**src/common/qrs_params.svh**
```systemverilog
// Behaviour
// - Valley-skip value stays between 1 and 7
// - Always below low threshold: count up each tick
// - Above low, below high: hold value
// - Above high, below fast threshold: count down
// - Above fast threshold: force 1 next period
// - Steps beyond limits are ignored
// - At most one step per 48 ms tick
// - Falling zero-cross edge increments crossing counter
// - Ringing suppression after turn-off, long or short
// - Overvoltage while off latches off after blanking
// - Turn on when counters match and zero-cross low
// - Maximum off-time clock also triggers turn-on
// - Burst mode disables counter-match turn-on
// - Scaled sense above regulation turns switch off
// - Current comparator blanked 330 ns after turn-on
// - Current limit lower for shorter on-time
// - Burst entry: low regulation, count 7, 24 ms
// - Burst pause ends above burst-high threshold
// - Burst turn-on from fixed 80 kHz timer
// - Burst turn-off: burst limit or 50 % duty
// - Burst-low threshold pauses switching again
// - Burst exit: full limit, force count 1
`ifndef QRS_PARAMS_SVH
`define QRS_PARAMS_SVH

`define QRS_CLK_MHZ 200
`define QRS_VSKIP_MIN 3'h1
`define QRS_VSKIP_MAX 3'h7
`define QRS_VSKIP_RST 3'h1
`define QRS_ZCC_RST 3'h0
`define QRS_ZCC_MAX 3'h7

`define QRS_TICK_MS 48
`define QRS_TICK_CYC (`QRS_TICK_MS * `QRS_CLK_MHZ * 1000)
`define QRS_BURST_BLANK_MS 24
`define QRS_BURST_BLANK_CYC (`QRS_BURST_BLANK_MS * `QRS_CLK_MHZ * 1000)
`define QRS_MAX_OFF_US 50
`define QRS_MAX_OFF_CYC (`QRS_MAX_OFF_US * `QRS_CLK_MHZ)

`define QRS_LEB_NS 330
`define QRS_LEB_CYC ((`QRS_LEB_NS * `QRS_CLK_MHZ + 999) / 1000)
`define QRS_RING_LONG_NS 2500
`define QRS_RING_LONG_CYC ((`QRS_RING_LONG_NS * `QRS_CLK_MHZ + 999) / 1000)
`define QRS_RING_SHORT_NS 1000
`define QRS_RING_SHORT_CYC ((`QRS_RING_SHORT_NS * `QRS_CLK_MHZ + 999) / 1000)
`define QRS_OVP_BLANK_NS 1000
`define QRS_OVP_BLANK_CYC ((`QRS_OVP_BLANK_NS * `QRS_CLK_MHZ + 999) / 1000)

`define QRS_BURST_KHZ 80
`define QRS_BURST_PERIOD_CYC (`QRS_CLK_MHZ * 1000 / `QRS_BURST_KHZ)
`define QRS_BURST_DUTY_PCT 50
`define QRS_BURST_ON_CYC (`QRS_BURST_PERIOD_CYC * `QRS_BURST_DUTY_PCT / 100)

`define QRS_FOLD_STEP_NS 1000
`define QRS_FOLD_STEP_CYC (`QRS_FOLD_STEP_NS * `QRS_CLK_MHZ / 1000)
`define QRS_FOLD_SEL_MAX 3'h7

`endif

```
**src/common/qrs_pkg.sv**
```systemverilog
package qrs_pkg;

  typedef enum logic [1:0] {
    QRS_NORMAL      = 2'b00,
    QRS_BURST_PAUSE = 2'b01,
    QRS_BURST_RUN   = 2'b10,
    QRS_LATCHED     = 2'b11
  } qrs_mode_t;

  // Analog comparator outputs, high when the named level is exceeded
  typedef struct packed {
    logic reg_above_low;
    logic reg_above_high;
    logic reg_above_fast;
    logic zc_above_t1;
    logic zc_above_t2;
    logic zc_above_ovp;
    logic cs_above_reg;
    logic cs_above_fold;
    logic cs_above_burst;
    logic reg_above_entry;
    logic reg_above_bhigh;
    logic reg_above_blow;
    logic reg_above_exit;
  } qrs_cmp_t;

  typedef struct packed {
    qrs_mode_t mode;
    logic bias_on;
    logic full_limit;
    logic latched;
    logic [2:0] vskip;
    logic [2:0] zcc;
    logic [2:0] fold_sel;
  } qrs_stat_t;

endpackage

```
**src/verilog/qrs_core.sv**
```systemverilog
`timescale 1ns/10ps
`default_nettype none
`include "qrs_params.svh"

module qrs_core #(
  parameter int unsigned TICK_CYC = `QRS_TICK_CYC,
  parameter int unsigned BURST_BLANK_CYC = `QRS_BURST_BLANK_CYC,
  parameter int unsigned MAX_OFF_CYC = `QRS_MAX_OFF_CYC
) (
  // Clock and reset
  input wire logic core_clk_i,
  input wire logic resetn_i,
  // Comparator outputs from the analog side
  input wire qrs_pkg::qrs_cmp_t cmp_i,
  // Power switch gate
  output logic gate_o,
  // Control state
  output qrs_pkg::qrs_stat_t stat_o
);
  import qrs_pkg::*;

  localparam logic [23:0] TICK_LAST = 24'(TICK_CYC - 1);
  localparam logic [23:0] BLANK_LAST = 24'(BURST_BLANK_CYC - 1);
  localparam logic [23:0] MAX_OFF_LAST = 24'(MAX_OFF_CYC - 1);
  localparam logic [11:0] LEB_CYC = 12'(`QRS_LEB_CYC);
  localparam logic [11:0] RING_LONG = 12'(`QRS_RING_LONG_CYC);
  localparam logic [11:0] RING_SHORT = 12'(`QRS_RING_SHORT_CYC);
  localparam logic [11:0] OVP_LAST = 12'(`QRS_OVP_BLANK_CYC - 1);
  localparam logic [11:0] BURST_LAST = 12'(`QRS_BURST_PERIOD_CYC - 1);
  localparam logic [11:0] BURST_ON = 12'(`QRS_BURST_ON_CYC);
  localparam logic [11:0] FOLD_STEP = 12'(`QRS_FOLD_STEP_CYC);

  function automatic logic [2:0] qrs_sat_step(input logic [2:0] v, input logic up);
    if (up) begin
      qrs_sat_step = (v == `QRS_VSKIP_MAX) ? v : 3'(v + 3'h1);
    end else begin
      qrs_sat_step = (v == `QRS_VSKIP_MIN) ? v : 3'(v - 3'h1);
    end
  endfunction

  qrs_cmp_t cmp_meta_reg;
  qrs_cmp_t cmp_reg;
  logic zc_t1_prev_reg;
  logic [23:0] tick_cnt_reg;
  logic tick;
  logic seen_low_reg;
  logic seen_high_reg;
  logic fast_pend_reg;
  logic [2:0] vskip_reg;
  logic [2:0] zcc_reg;
  logic [11:0] ring_cnt_reg;
  logic [11:0] on_cnt_reg;
  logic [23:0] off_cnt_reg;
  logic [11:0] ovp_cnt_reg;
  logic [23:0] blank_cnt_reg;
  logic [11:0] burst_cnt_reg;
  logic [2:0] fold_sel_reg;
  logic gate_reg;
  qrs_mode_t mode_reg;
  qrs_mode_t mode_next;
  logic zc_pulse;
  logic leb_done;
  logic ovp_trip;
  logic burst_entry;
  logic burst_exit;
  logic turn_on;
  logic turn_off;
  logic gate_fall;

  // Two-stage synchroniser on every comparator output
  always_ff @(posedge core_clk_i or negedge resetn_i) begin
    if (!resetn_i) begin
      cmp_meta_reg <= '0;
      cmp_reg <= '0;
    end else begin
      cmp_meta_reg <= cmp_i;
      cmp_reg <= cmp_meta_reg;
    end
  end

  always_ff @(posedge core_clk_i or negedge resetn_i) begin
    if (!resetn_i) begin
      zc_t1_prev_reg <= 1'b0;
    end else begin
      zc_t1_prev_reg <= cmp_reg.zc_above_t1;
    end
  end

  // Tick generator for the valley-skip counter
  assign tick = (tick_cnt_reg == TICK_LAST);

  always_ff @(posedge core_clk_i or negedge resetn_i) begin
    if (!resetn_i) begin
      tick_cnt_reg <= '0;
    end else if (tick) begin
      tick_cnt_reg <= '0;
    end else begin
      tick_cnt_reg <= 24'(tick_cnt_reg + 24'h1);
    end
  end

  // Threshold crossings seen during the current tick period
  always_ff @(posedge core_clk_i or negedge resetn_i) begin
    if (!resetn_i) begin
      seen_low_reg <= 1'b0;
      seen_high_reg <= 1'b0;
    end else if (tick) begin
      seen_low_reg <= cmp_reg.reg_above_low;
      seen_high_reg <= cmp_reg.reg_above_high;
    end else begin
      seen_low_reg <= seen_low_reg | cmp_reg.reg_above_low;
      seen_high_reg <= seen_high_reg | cmp_reg.reg_above_high;
    end
  end

  assign gate_fall = gate_reg & turn_off;

  // Fast-response request, served at the next turn-off of the switch
  always_ff @(posedge core_clk_i or negedge resetn_i) begin
    if (!resetn_i) begin
      fast_pend_reg <= 1'b0;
    end else if (cmp_reg.reg_above_fast) begin
      fast_pend_reg <= 1'b1;
    end else if (gate_fall || burst_exit) begin
      fast_pend_reg <= 1'b0;
    end
  end

  // Valley-skip counter
  always_ff @(posedge core_clk_i or negedge resetn_i) begin
    if (!resetn_i) begin
      vskip_reg <= `QRS_VSKIP_RST;
    end else if (burst_exit) begin
      vskip_reg <= `QRS_VSKIP_MIN;
    end else if (fast_pend_reg && gate_fall) begin
      vskip_reg <= `QRS_VSKIP_MIN;
    end else if (tick && !fast_pend_reg) begin
      if (!seen_low_reg) begin
        vskip_reg <= qrs_sat_step(vskip_reg, 1'b1);
      end else if (seen_high_reg) begin
        vskip_reg <= qrs_sat_step(vskip_reg, 1'b0);
      end
      // Between low and high thresholds the value is held
    end
  end

  // Zero-crossing detection with ringing suppression
  assign zc_pulse = zc_t1_prev_reg & ~cmp_reg.zc_above_t1 & (ring_cnt_reg == 12'h0)
    & ~gate_reg;

  always_ff @(posedge core_clk_i or negedge resetn_i) begin
    if (!resetn_i) begin
      ring_cnt_reg <= '0;
    end else if (gate_fall) begin
      ring_cnt_reg <= cmp_reg.zc_above_t2 ? RING_SHORT : RING_LONG;
    end else if (ring_cnt_reg != 12'h0) begin
      ring_cnt_reg <= 12'(ring_cnt_reg - 12'h1);
    end
  end

  always_ff @(posedge core_clk_i or negedge resetn_i) begin
    if (!resetn_i) begin
      zcc_reg <= `QRS_ZCC_RST;
    end else if (gate_reg) begin
      zcc_reg <= `QRS_ZCC_RST;
    end else if (zc_pulse && zcc_reg != `QRS_ZCC_MAX) begin
      zcc_reg <= 3'(zcc_reg + 3'h1);
    end
  end

  // On-time, off-time and foldback limit selection
  assign leb_done = (on_cnt_reg >= LEB_CYC);

  always_ff @(posedge core_clk_i or negedge resetn_i) begin
    if (!resetn_i) begin
      on_cnt_reg <= '0;
    end else if (!gate_reg) begin
      on_cnt_reg <= '0;
    end else if (on_cnt_reg != 12'hfff) begin
      on_cnt_reg <= 12'(on_cnt_reg + 12'h1);
    end
  end

  // Limit index rises with elapsed on-time
  always_ff @(posedge core_clk_i or negedge resetn_i) begin
    if (!resetn_i) begin
      fold_sel_reg <= '0;
    end else if (!gate_reg) begin
      fold_sel_reg <= '0;
    end else if (on_cnt_reg >= FOLD_STEP * (12'(fold_sel_reg) + 12'h1)
        && fold_sel_reg != `QRS_FOLD_SEL_MAX) begin
      fold_sel_reg <= 3'(fold_sel_reg + 3'h1);
    end
  end

  always_ff @(posedge core_clk_i or negedge resetn_i) begin
    if (!resetn_i) begin
      off_cnt_reg <= '0;
    end else if (gate_reg || mode_reg != QRS_NORMAL) begin
      off_cnt_reg <= '0;
    end else if (off_cnt_reg != MAX_OFF_LAST) begin
      off_cnt_reg <= 24'(off_cnt_reg + 24'h1);
    end
  end

  // Output overvoltage blanking while the switch is off
  assign ovp_trip = (ovp_cnt_reg == OVP_LAST) & cmp_reg.zc_above_ovp & ~gate_reg;

  always_ff @(posedge core_clk_i or negedge resetn_i) begin
    if (!resetn_i) begin
      ovp_cnt_reg <= '0;
    end else if (gate_reg || !cmp_reg.zc_above_ovp) begin
      ovp_cnt_reg <= '0;
    end else if (ovp_cnt_reg != OVP_LAST) begin
      ovp_cnt_reg <= 12'(ovp_cnt_reg + 12'h1);
    end
  end

  // Burst entry blanking
  assign burst_entry = (blank_cnt_reg == BLANK_LAST);
  assign burst_exit = cmp_reg.reg_above_exit
    & (mode_reg == QRS_BURST_PAUSE || mode_reg == QRS_BURST_RUN);

  always_ff @(posedge core_clk_i or negedge resetn_i) begin
    if (!resetn_i) begin
      blank_cnt_reg <= '0;
    end else if (mode_reg != QRS_NORMAL || cmp_reg.reg_above_entry
        || vskip_reg != `QRS_VSKIP_MAX) begin
      blank_cnt_reg <= '0;
    end else if (!burst_entry) begin
      blank_cnt_reg <= 24'(blank_cnt_reg + 24'h1);
    end
  end

  // Operating mode
  always_comb begin
    mode_next = mode_reg;
    unique case (mode_reg)
      QRS_NORMAL: begin
        if (burst_entry) begin
          mode_next = QRS_BURST_PAUSE;
        end
      end
      QRS_BURST_PAUSE: begin
        if (burst_exit) begin
          mode_next = QRS_NORMAL;
        end else if (cmp_reg.reg_above_bhigh) begin
          mode_next = QRS_BURST_RUN;
        end
      end
      QRS_BURST_RUN: begin
        if (burst_exit) begin
          mode_next = QRS_NORMAL;
        end else if (!cmp_reg.reg_above_blow) begin
          mode_next = QRS_BURST_PAUSE;
        end
      end
      QRS_LATCHED: begin
        mode_next = QRS_LATCHED;
      end
    endcase
    if (ovp_trip) begin
      mode_next = QRS_LATCHED;
    end
  end

  always_ff @(posedge core_clk_i or negedge resetn_i) begin
    if (!resetn_i) begin
      mode_reg <= QRS_NORMAL;
    end else begin
      mode_reg <= mode_next;
    end
  end

  // Fixed-frequency burst timer, restarted on each burst run
  always_ff @(posedge core_clk_i or negedge resetn_i) begin
    if (!resetn_i) begin
      burst_cnt_reg <= '0;
    end else if (mode_reg != QRS_BURST_RUN || burst_cnt_reg == BURST_LAST) begin
      burst_cnt_reg <= '0;
    end else begin
      burst_cnt_reg <= 12'(burst_cnt_reg + 12'h1);
    end
  end

  // Turn-on and turn-off decisions
  always_comb begin
    turn_on = 1'b0;
    turn_off = 1'b0;
    unique case (mode_reg)
      QRS_NORMAL: begin
        turn_on = ((zcc_reg == vskip_reg && !cmp_reg.zc_above_t1 && ring_cnt_reg == 12'h0)
          || off_cnt_reg == MAX_OFF_LAST) && !burst_entry;
        turn_off = leb_done && (cmp_reg.cs_above_reg || cmp_reg.cs_above_fold);
      end
      QRS_BURST_RUN: begin
        turn_on = (burst_cnt_reg == 12'h0) && !burst_exit;
        turn_off = (leb_done && cmp_reg.cs_above_burst)
          || on_cnt_reg >= BURST_ON - 12'h1;
      end
      QRS_BURST_PAUSE: begin
        turn_off = 1'b1;
      end
      QRS_LATCHED: begin
        turn_off = 1'b1;
      end
    endcase
    if (mode_next != mode_reg) begin
      turn_on = 1'b0;
      turn_off = 1'b1;
    end
  end

  always_ff @(posedge core_clk_i or negedge resetn_i) begin
    if (!resetn_i) begin
      gate_reg <= 1'b0;
    end else if (gate_reg) begin
      gate_reg <= ~turn_off;
    end else begin
      gate_reg <= turn_on;
    end
  end

  assign gate_o = gate_reg;
  assign stat_o.mode = mode_reg;
  assign stat_o.bias_on = (mode_reg == QRS_NORMAL) || (mode_reg == QRS_BURST_RUN);
  assign stat_o.full_limit = (mode_reg == QRS_NORMAL);
  assign stat_o.latched = (mode_reg == QRS_LATCHED);
  assign stat_o.vskip = vskip_reg;
  assign stat_o.zcc = zcc_reg;
  assign stat_o.fold_sel = fold_sel_reg;

endmodule

`default_nettype wire

```
**config.mk**
```make
export PLATFORM = sky130hd
export DESIGN_NAME = qrs_core
export DESIGN_NICKNAME = d
export VERILOG_FILES = /design/src/common/qrs_pkg.sv /design/src/verilog/qrs_core.sv
export VERILOG_INCLUDE_DIRS = /design/src /design/src/common
export SDC_FILE = /design/constraint.sdc
export NUM_CORES = 1
export LEC_CHECK = 0
export ABC_CLOCK_PERIOD_IN_PS = 8150
export BUFFER_PORTS_ARGS = -buffer_cell sky130_fd_sc_hd__buf_2
export CORE_MARGIN = 8
export CORE_UTILIZATION = 48
export CTS_BUF_LIST = sky130_fd_sc_hd__clkbuf_4
export CTS_CLUSTER_DIAMETER = 80
export DETAILED_ROUTE_END_ITERATION = 7
export GPL_ROUTABILITY_DRIVEN = 0
export PLACE_DENSITY = 0.62
export SYNTH_ARGS = -nofsm -noshare
export SYNTH_HDL_FRONTEND = slang
export SYNTH_SLANG_ARGS = --single-unit
```
**constraint.sdc**
```tcl
create_clock -name core_clk_i -period 8.15 [get_ports core_clk_i]
set_input_delay 0.4075 -clock core_clk_i [delete_from_list [all_inputs] [get_ports core_clk_i]]
set_output_delay 0.4075 -clock core_clk_i [all_outputs]
set_load 0.02 [all_outputs]
```
==> metrics.cfg, run 1 <==
[synthesis]
ys_ff_latch = 162
netlist_instances = 795
synth_nets = 848
async_flop_share = 1.00
synth_area_leaders = dfrtp_1, xor2_1, ha_1
synth_warnings = 0
ys_seq_area_frac = 0.506
synth_area_um2 = 8020
synth_largest_area_cell = dfrtp_1
synth_edf_count = 0
synth_flop_cell = dfrtp_1
ys_types = 59
avgSynthCellArea_um2 = 10.1
yosysTopAreaCellShare = 0.502

[routing]
firstDrtPassIters = 4
drtAntennaViolNets = 0
vias = 5828
drc = 0
routedWlPerCell_um = 14.5
vias_per_cell = 5.43
drt_iter0_markers = 169
totalWireLength_mm = 15.6

[critical_path]
path_common_cell = ha_1
cp.depth = 13
cp_max_fo = 8
crit_slowest_cell = dfrtp_1
path_buf_inv = 0
ff2ff_path_depth = 13
critical_path.max_stage_delay_ns = 0.49
rrSetupSlack_ns = 4.42
cp_top_family = adder cells
reg2reg_from = fold_sel_reg[0]$_DFFE_PN0P_
crit_path_end_kind = flop
cp_cell_sequence = ha_1, ha_1, ha_1, ha_1, ha_1, a41oi_1, xor2_1, ha_1, nor4b_1, o31ai_1, a21oi_1, o21ai_0, o311a_1
crit_type = flop to flop
timing.rr.end = fold_sel_reg[1]$_DFFE_PN0P_
worstPathArrival_ns = 4.19
required_ns = 8.61
worstSetupStartpointType = flop

[power]
comb_power_share = 0.020
cellLeakagePower_nw = 3.92
power.density_nw_per_um2 = 150
fin_total_pwr_mw = 1.32
switching_power_mw = 0.316
clock_power_share = 0.364
switching_share = 0.239
sequentialPowerShare = 0.616
vdd.ir_drop.worst_mv = 0.120
intPower_mw = 1.00

[sta]
fin_skew_ns = 0.0290
finalCritPeriodShare = 0.457
max_freq_mhz = 268
relSlewSlack = 0.360
rsz0062_at_grt = false
fin_setup_tns_ns = 0
final.min_clock_period_ns = 3.73
fin_hold_ws_ns = 0.365
final-setup-viol-count = 0
drv_slew = 0
hold_violations = 0
worstMarginPinSlew_ns = 0.959

[clocking]
cts_setup_buffers = 0
clock-sinks = 162
clock-root-buffer = clkbuf_4
ctsResizeCount = 0
holdBufCountCts = 14
numCtsBuffers = 17
cts_tree = done
cts_max_level = 4
worstSkewPairLatency_ns = 0.56
clkSlewWorstSetupHoldPaths_ns = 0.15
cts_buffer_depth = 2

[min_path]
hold_path_end = cmp_reg[7]$_DFF_PN0_
hp-class = flop to flop
min_from = cmp_meta_reg[7]$_DFF_PN0_
holdPathStages = 0

[floorplanning]
die-area_um2 = 21100
die_height_um = 145
ios = 30
design.core.area_um2 = 16500
die_w_um = 145
rows = 47
initial_core_util = 0.487

[grt]
grt_pass1_vias = 5792
grt_max_degree = 109
grt_overflow = 0
grt_usage = 0.154
antenna_found_initial = 0
grt_pass1_wl_mm = 27.3

[cells_and_area]
synthToLayoutAreaGrowth_pct = 9.82
nNetsFinal = 894
layout-drive-gt1-share = 0.0761
num_antenna_cells = 0

[flow_run]
maxCapViolCount = 0

[placement]
dp_hpwl_mm = 11.0
io_buffers = 29

[outcome]
status = finished, final reports clean

## area by class of cell
class	count	area, µm²
Tap cell	220	275
Inverter	29	109
Sequential cell	162	4060
Clock inverter	15	156
Clock buffer	17	128
Fill cell	1498	7660
Timing Repair Buffer	44	299
Multi-Input combinational cell	587	3780
## per-layer routing
layer	part of all wire	wire, µm	up-vias	track usage
li1	-	-	2870	-
met5	0	0	-	0
met1	0.48	7420	2880	0.201
met4	0.0099	155	0	0.0458
met3	0.030	470	12	0.0361
met2	0.48	7570	66	0.252
## cell usage in the layout (no fill, tap or decap), types with 21 or more instances in the layout
master	count
a21oi_1	25
and3_1	21
buf_2	28
dfrtp_1	161
ha_1	38
inv_1	27
nand2_1	53
nand3_1	48
nand4_1	24
nor2_1	112
o21ai_0	26
xnor2_1	35
xor2_1	64
## power groups by stage
stage	Sequential (mW)	Combinational (mW)	Clock [mW]
2_1_floorplan	0.828	0.00204	0
3_3_place_gp	0.828	0.0219	0
3_5_place_dp	0.829	0.0227	0
4_1_cts	0.813	0.0279	0.500
5_1_grt	0.814	0.0309	0.533
6_report	0.813	0.0262	0.481
## cell usage after synthesis (16+ instances only)
library cell and instances:
clkbuf_1 16, o21ai_0 26, xnor2_1 35, nand2_1 53
dfrtp_1 161, nor2_1 112, nand3_1 48, inv_1 27
ha_1 38, and3_1 21, nand4_1 24, or3_1 17
a21oi_1 25, xor2_1 64
## metrics by stage
stage          worst slack, ns  instances   util  cell area [µm²]
2_1_floorplan             4.72        795      -             8020
3_3_place_gp              4.62       1028  0.509             8380
3_5_place_dp              4.51       1028  0.509             8380
4_1_cts                   4.45       1074  0.535             8800
5_1_grt                   4.14       1074  0.535             8800
6_report                  4.42       1074  0.535             8800
## kinds of logic after synthesis
group	after synthesis	share of synthesized area
DFF	162	0.506
muxes	10	0.0125
xor gates and xnor gates	99	0.108
buffers and inverters	46	0.0225
adders and majority gates	38	0.0593
and+or+nand+nor	349	0.220
AOI/OAI and AO/OA	91	0.0721
## worst max path at each step
stage | slack (ns) | startpoint | to
2_1_floorplan | 4.72 | fold_sel_reg[0]$_DFFE_PN0P_ | fold_sel_reg[2]$_DFFE_PN0P_
3_3_place_gp | 4.62 | fold_sel_reg[0]$_DFFE_PN0P_ | fold_sel_reg[1]$_DFFE_PN0P_
3_5_place_dp | 4.51 | fold_sel_reg[0]$_DFFE_PN0P_ | fold_sel_reg[1]$_DFFE_PN0P_
4_1_cts | 4.45 | fold_sel_reg[0]$_DFFE_PN0P_ | fold_sel_reg[1]$_DFFE_PN0P_
5_1_grt | 4.14 | fold_sel_reg[0]$_DFFE_PN0P_ | fold_sel_reg[1]$_DFFE_PN0P_
6_report | 4.42 | fold_sel_reg[0]$_DFFE_PN0P_ | fold_sel_reg[1]$_DFFE_PN0P_
No activity file was read; power rests on OpenSTA's default activity.
==> inputs of run 2 (changes only) <==
ABC_CLOCK_PERIOD_IN_PS = 3900   (was 8150)
clock period = 3.9 ns   (was 8.15 ns; I/O delays follow)
==> run 2 against run 1 <==
  * Combinational power increased by 120%
  * Clock-buffer cell count unchanged
  * Core utilization increased by 0.20 points
  * Hold slack got worse by 0.14 ns
  * Register-to-register slack got worse by 4.2 ns
  * First-iteration DRC count increased by 63%
  * Routed wire length increased by 2.2%
  * Critical endpoint is now fold_sel_reg[2]$_DFFE_PN0P_
  * Largest cell class unchanged
  * Highest routed layer unchanged
==> metrics.cfg, run 2 (synthesized netlist as in run 1, its figures left out) <==
[outcome]
status = finished, final reports clean

[critical_path]
rrSetupSlack_ns = 0.26  ; -4.16 ns
worstSetupStartpointType = flop
cp_cell_sequence = ha_1, ha_1, ha_1, ha_1, ha_1, xor2_1, ha_1, nand2_1, nor4_1, nand4_1, a21oi_1, nor3b_1, o21a_1
worstPathArrival_ns = 4.09  ; -0.10 ns
timing.rr.end = fold_sel_reg[2]$_DFFE_PN0P_
path_common_cell = ha_1
cp_max_fo = 8  ; unchanged
critical_path.max_stage_delay_ns = 0.49  ; about the same
ff2ff_path_depth = 13  ; unchanged
path_buf_inv = 0  ; unchanged
crit_slowest_cell = dfrtp_1
required_ns = 4.35  ; -4.26 ns
reg2reg_from = fold_sel_reg[0]$_DFFE_PN0P_
crit_path_end_kind = flop
crit_type = flop to flop
cp_top_family = adder cells

[flow_run]
maxCapViolCount = 0  ; unchanged

[sta]
max_freq_mhz = 275  ; +2.3%
worstMarginPinSlew_ns = 0.953  ; -0.00649 ns
fin_skew_ns = 0.0298  ; +0.000784 ns
finalCritPeriodShare = 0.934  ; +0.477
fin_hold_ws_ns = 0.221  ; -0.145 ns
final-setup-viol-count = 0  ; unchanged
final.min_clock_period_ns = 3.64  ; -0.0855 ns
drv_slew = 0  ; unchanged
relSlewSlack = 0.362  ; +0.00198
hold_violations = 0  ; unchanged
fin_setup_tns_ns = 0  ; unchanged
rsz0062_at_grt = false

[floorplanning]
die_height_um = 145  ; unchanged
die-area_um2 = 21100  ; unchanged
initial_core_util = 0.487  ; unchanged
die_w_um = 145  ; unchanged
design.core.area_um2 = 16500  ; unchanged
rows = 47  ; unchanged
ios = 30  ; unchanged

[routing]
firstDrtPassIters = 5  ; +1
vias_per_cell = 5.47  ; +0.82%
routedWlPerCell_um = 14.8  ; +1.7%
drt_iter0_markers = 276  ; +63%
vias = 5903  ; +1.3%
drc = 0  ; unchanged
totalWireLength_mm = 16.0  ; +2.2%
drtAntennaViolNets = 0  ; unchanged

[power]
clock_power_share = 0.362  ; -0.002
switching_share = 0.238  ; -0.00122
power.density_nw_per_um2 = 312  ; +110%
switching_power_mw = 0.655  ; +110%
comb_power_share = 0.021  ; about the same
intPower_mw = 2.10  ; +110%
cellLeakagePower_nw = 3.93  ; +0.34%
vdd.ir_drop.worst_mv = 0.277  ; +130%
sequentialPowerShare = 0.617  ; about the same

[clocking]
cts_max_level = 4  ; unchanged
clkSlewWorstSetupHoldPaths_ns = 0.14  ; about the same
clock-sinks = 162  ; unchanged
cts_buffer_depth = 2  ; unchanged
numCtsBuffers = 17  ; unchanged
clock-root-buffer = clkbuf_4
cts_tree = done
cts_setup_buffers = 0  ; unchanged
worstSkewPairLatency_ns = 0.56  ; about the same

[cells_and_area]
layout-drive-gt1-share = 0.0828  ; +0.00673
n_fill_cell = 1498  ; unchanged
most-common-layout-cells = dfrtp_1, nor2_1, xor2_1, nand2_1, nand3_1
layout.cells.most_common = dfrtp_1
nNetsFinal = 897  ; +0.34%
synthToLayoutAreaGrowth_pct = 10.2

[grt]
grt_usage = 0.158  ; +0.00379
grt_overflow = 0  ; unchanged
grt_pass1_vias = 5753  ; -0.67%
grt_max_degree = 81  ; -26%
antenna_found_initial = 1  ; +1
grt_pass1_wl_mm = 27.9  ; +2.3%

[placement]
dp_hpwl_mm = 11.2  ; +1.8%
io_buffers = 29  ; unchanged

[min_path]
hp-class = primary input to async pin

## run 2: power by group through the flow
stage	sequential [mW]	combinational [mW]	clock [mW]
after global placement	1.73	0.0473	0
final	1.70	0.0569	0.998
after global routing	1.70	0.0653	1.11
after detailed placement	1.73	0.0485	0
after CTS	1.70	0.0596	1.04
after floorplan	1.73	0.00425	0
## run 2: per-stage QoR
| stage | utilization | total power [mW] | area [µm²] | instances | setup slack, ns |
|---|---|---|---|---|---|
| detailed placement | 0.510 | 1.78 | 8400 | 1031 | 0.231 |
| finish | 0.537 | 2.75 | 8840 | 1079 | 0.257 |
| global placement | 0.510 | 1.78 | 8400 | 1031 | 0.370 |
| floorplan | - | 1.73 | 8020 | 795 | 0.465 |
| CTS | 0.536 | 2.80 | 8830 | 1077 | 0.209 |
| global route | 0.537 | 2.88 | 8840 | 1079 | 0.0652 |
## run 2: area by class of cell
type                       instances  area [µm²]  area share
sequential                       162        4060       0.459
multi-input combinational        587        3790       0.428
timing repair buffer              47         322      0.0364
tap                              220         275      0.0311
clock inverter                    15         158      0.0178
clock buffer                      17         128      0.0144
inverter                          29         109      0.0123
antenna                            2        5.00    0.000566
## run 2: worst max path at each step
stage                                      startpoint                          end  slack, ns  depth (start not counted)
after detailed placement  fold_sel_reg[0]$_DFFE_PN0P_  fold_sel_reg[1]$_DFFE_PN0P_       0.23                         13
after CTS                 fold_sel_reg[0]$_DFFE_PN0P_  fold_sel_reg[1]$_DFFE_PN0P_       0.21                         13
after global routing      fold_sel_reg[0]$_DFFE_PN0P_  fold_sel_reg[2]$_DFFE_PN0P_       0.07                         13
after global placement    fold_sel_reg[0]$_DFFE_PN0P_  fold_sel_reg[1]$_DFFE_PN0P_       0.37                         13
final                     fold_sel_reg[0]$_DFFE_PN0P_  fold_sel_reg[2]$_DFFE_PN0P_       0.26                         13
after floorplan           fold_sel_reg[0]$_DFFE_PN0P_  fold_sel_reg[2]$_DFFE_PN0P_       0.47                         13
## run 2: layer usage
metal,GRT usage,routed length (µm),vias to the layer above,part of all wire
met5,0,0,-,0
met4,0.0578,232,0,0.015
met3,0.0379,544,20,0.034
met2,0.250,7640,95,0.48
met1,0.207,7540,2910,0.47
li1,-,-,2878,-
## run 2: repair_timing
item                                    CTS  global route
endpoints found under the setup margin    0             3
hold buffers                             14             0
endpoints found under the hold margin    91             0
resized for setup                         0             1
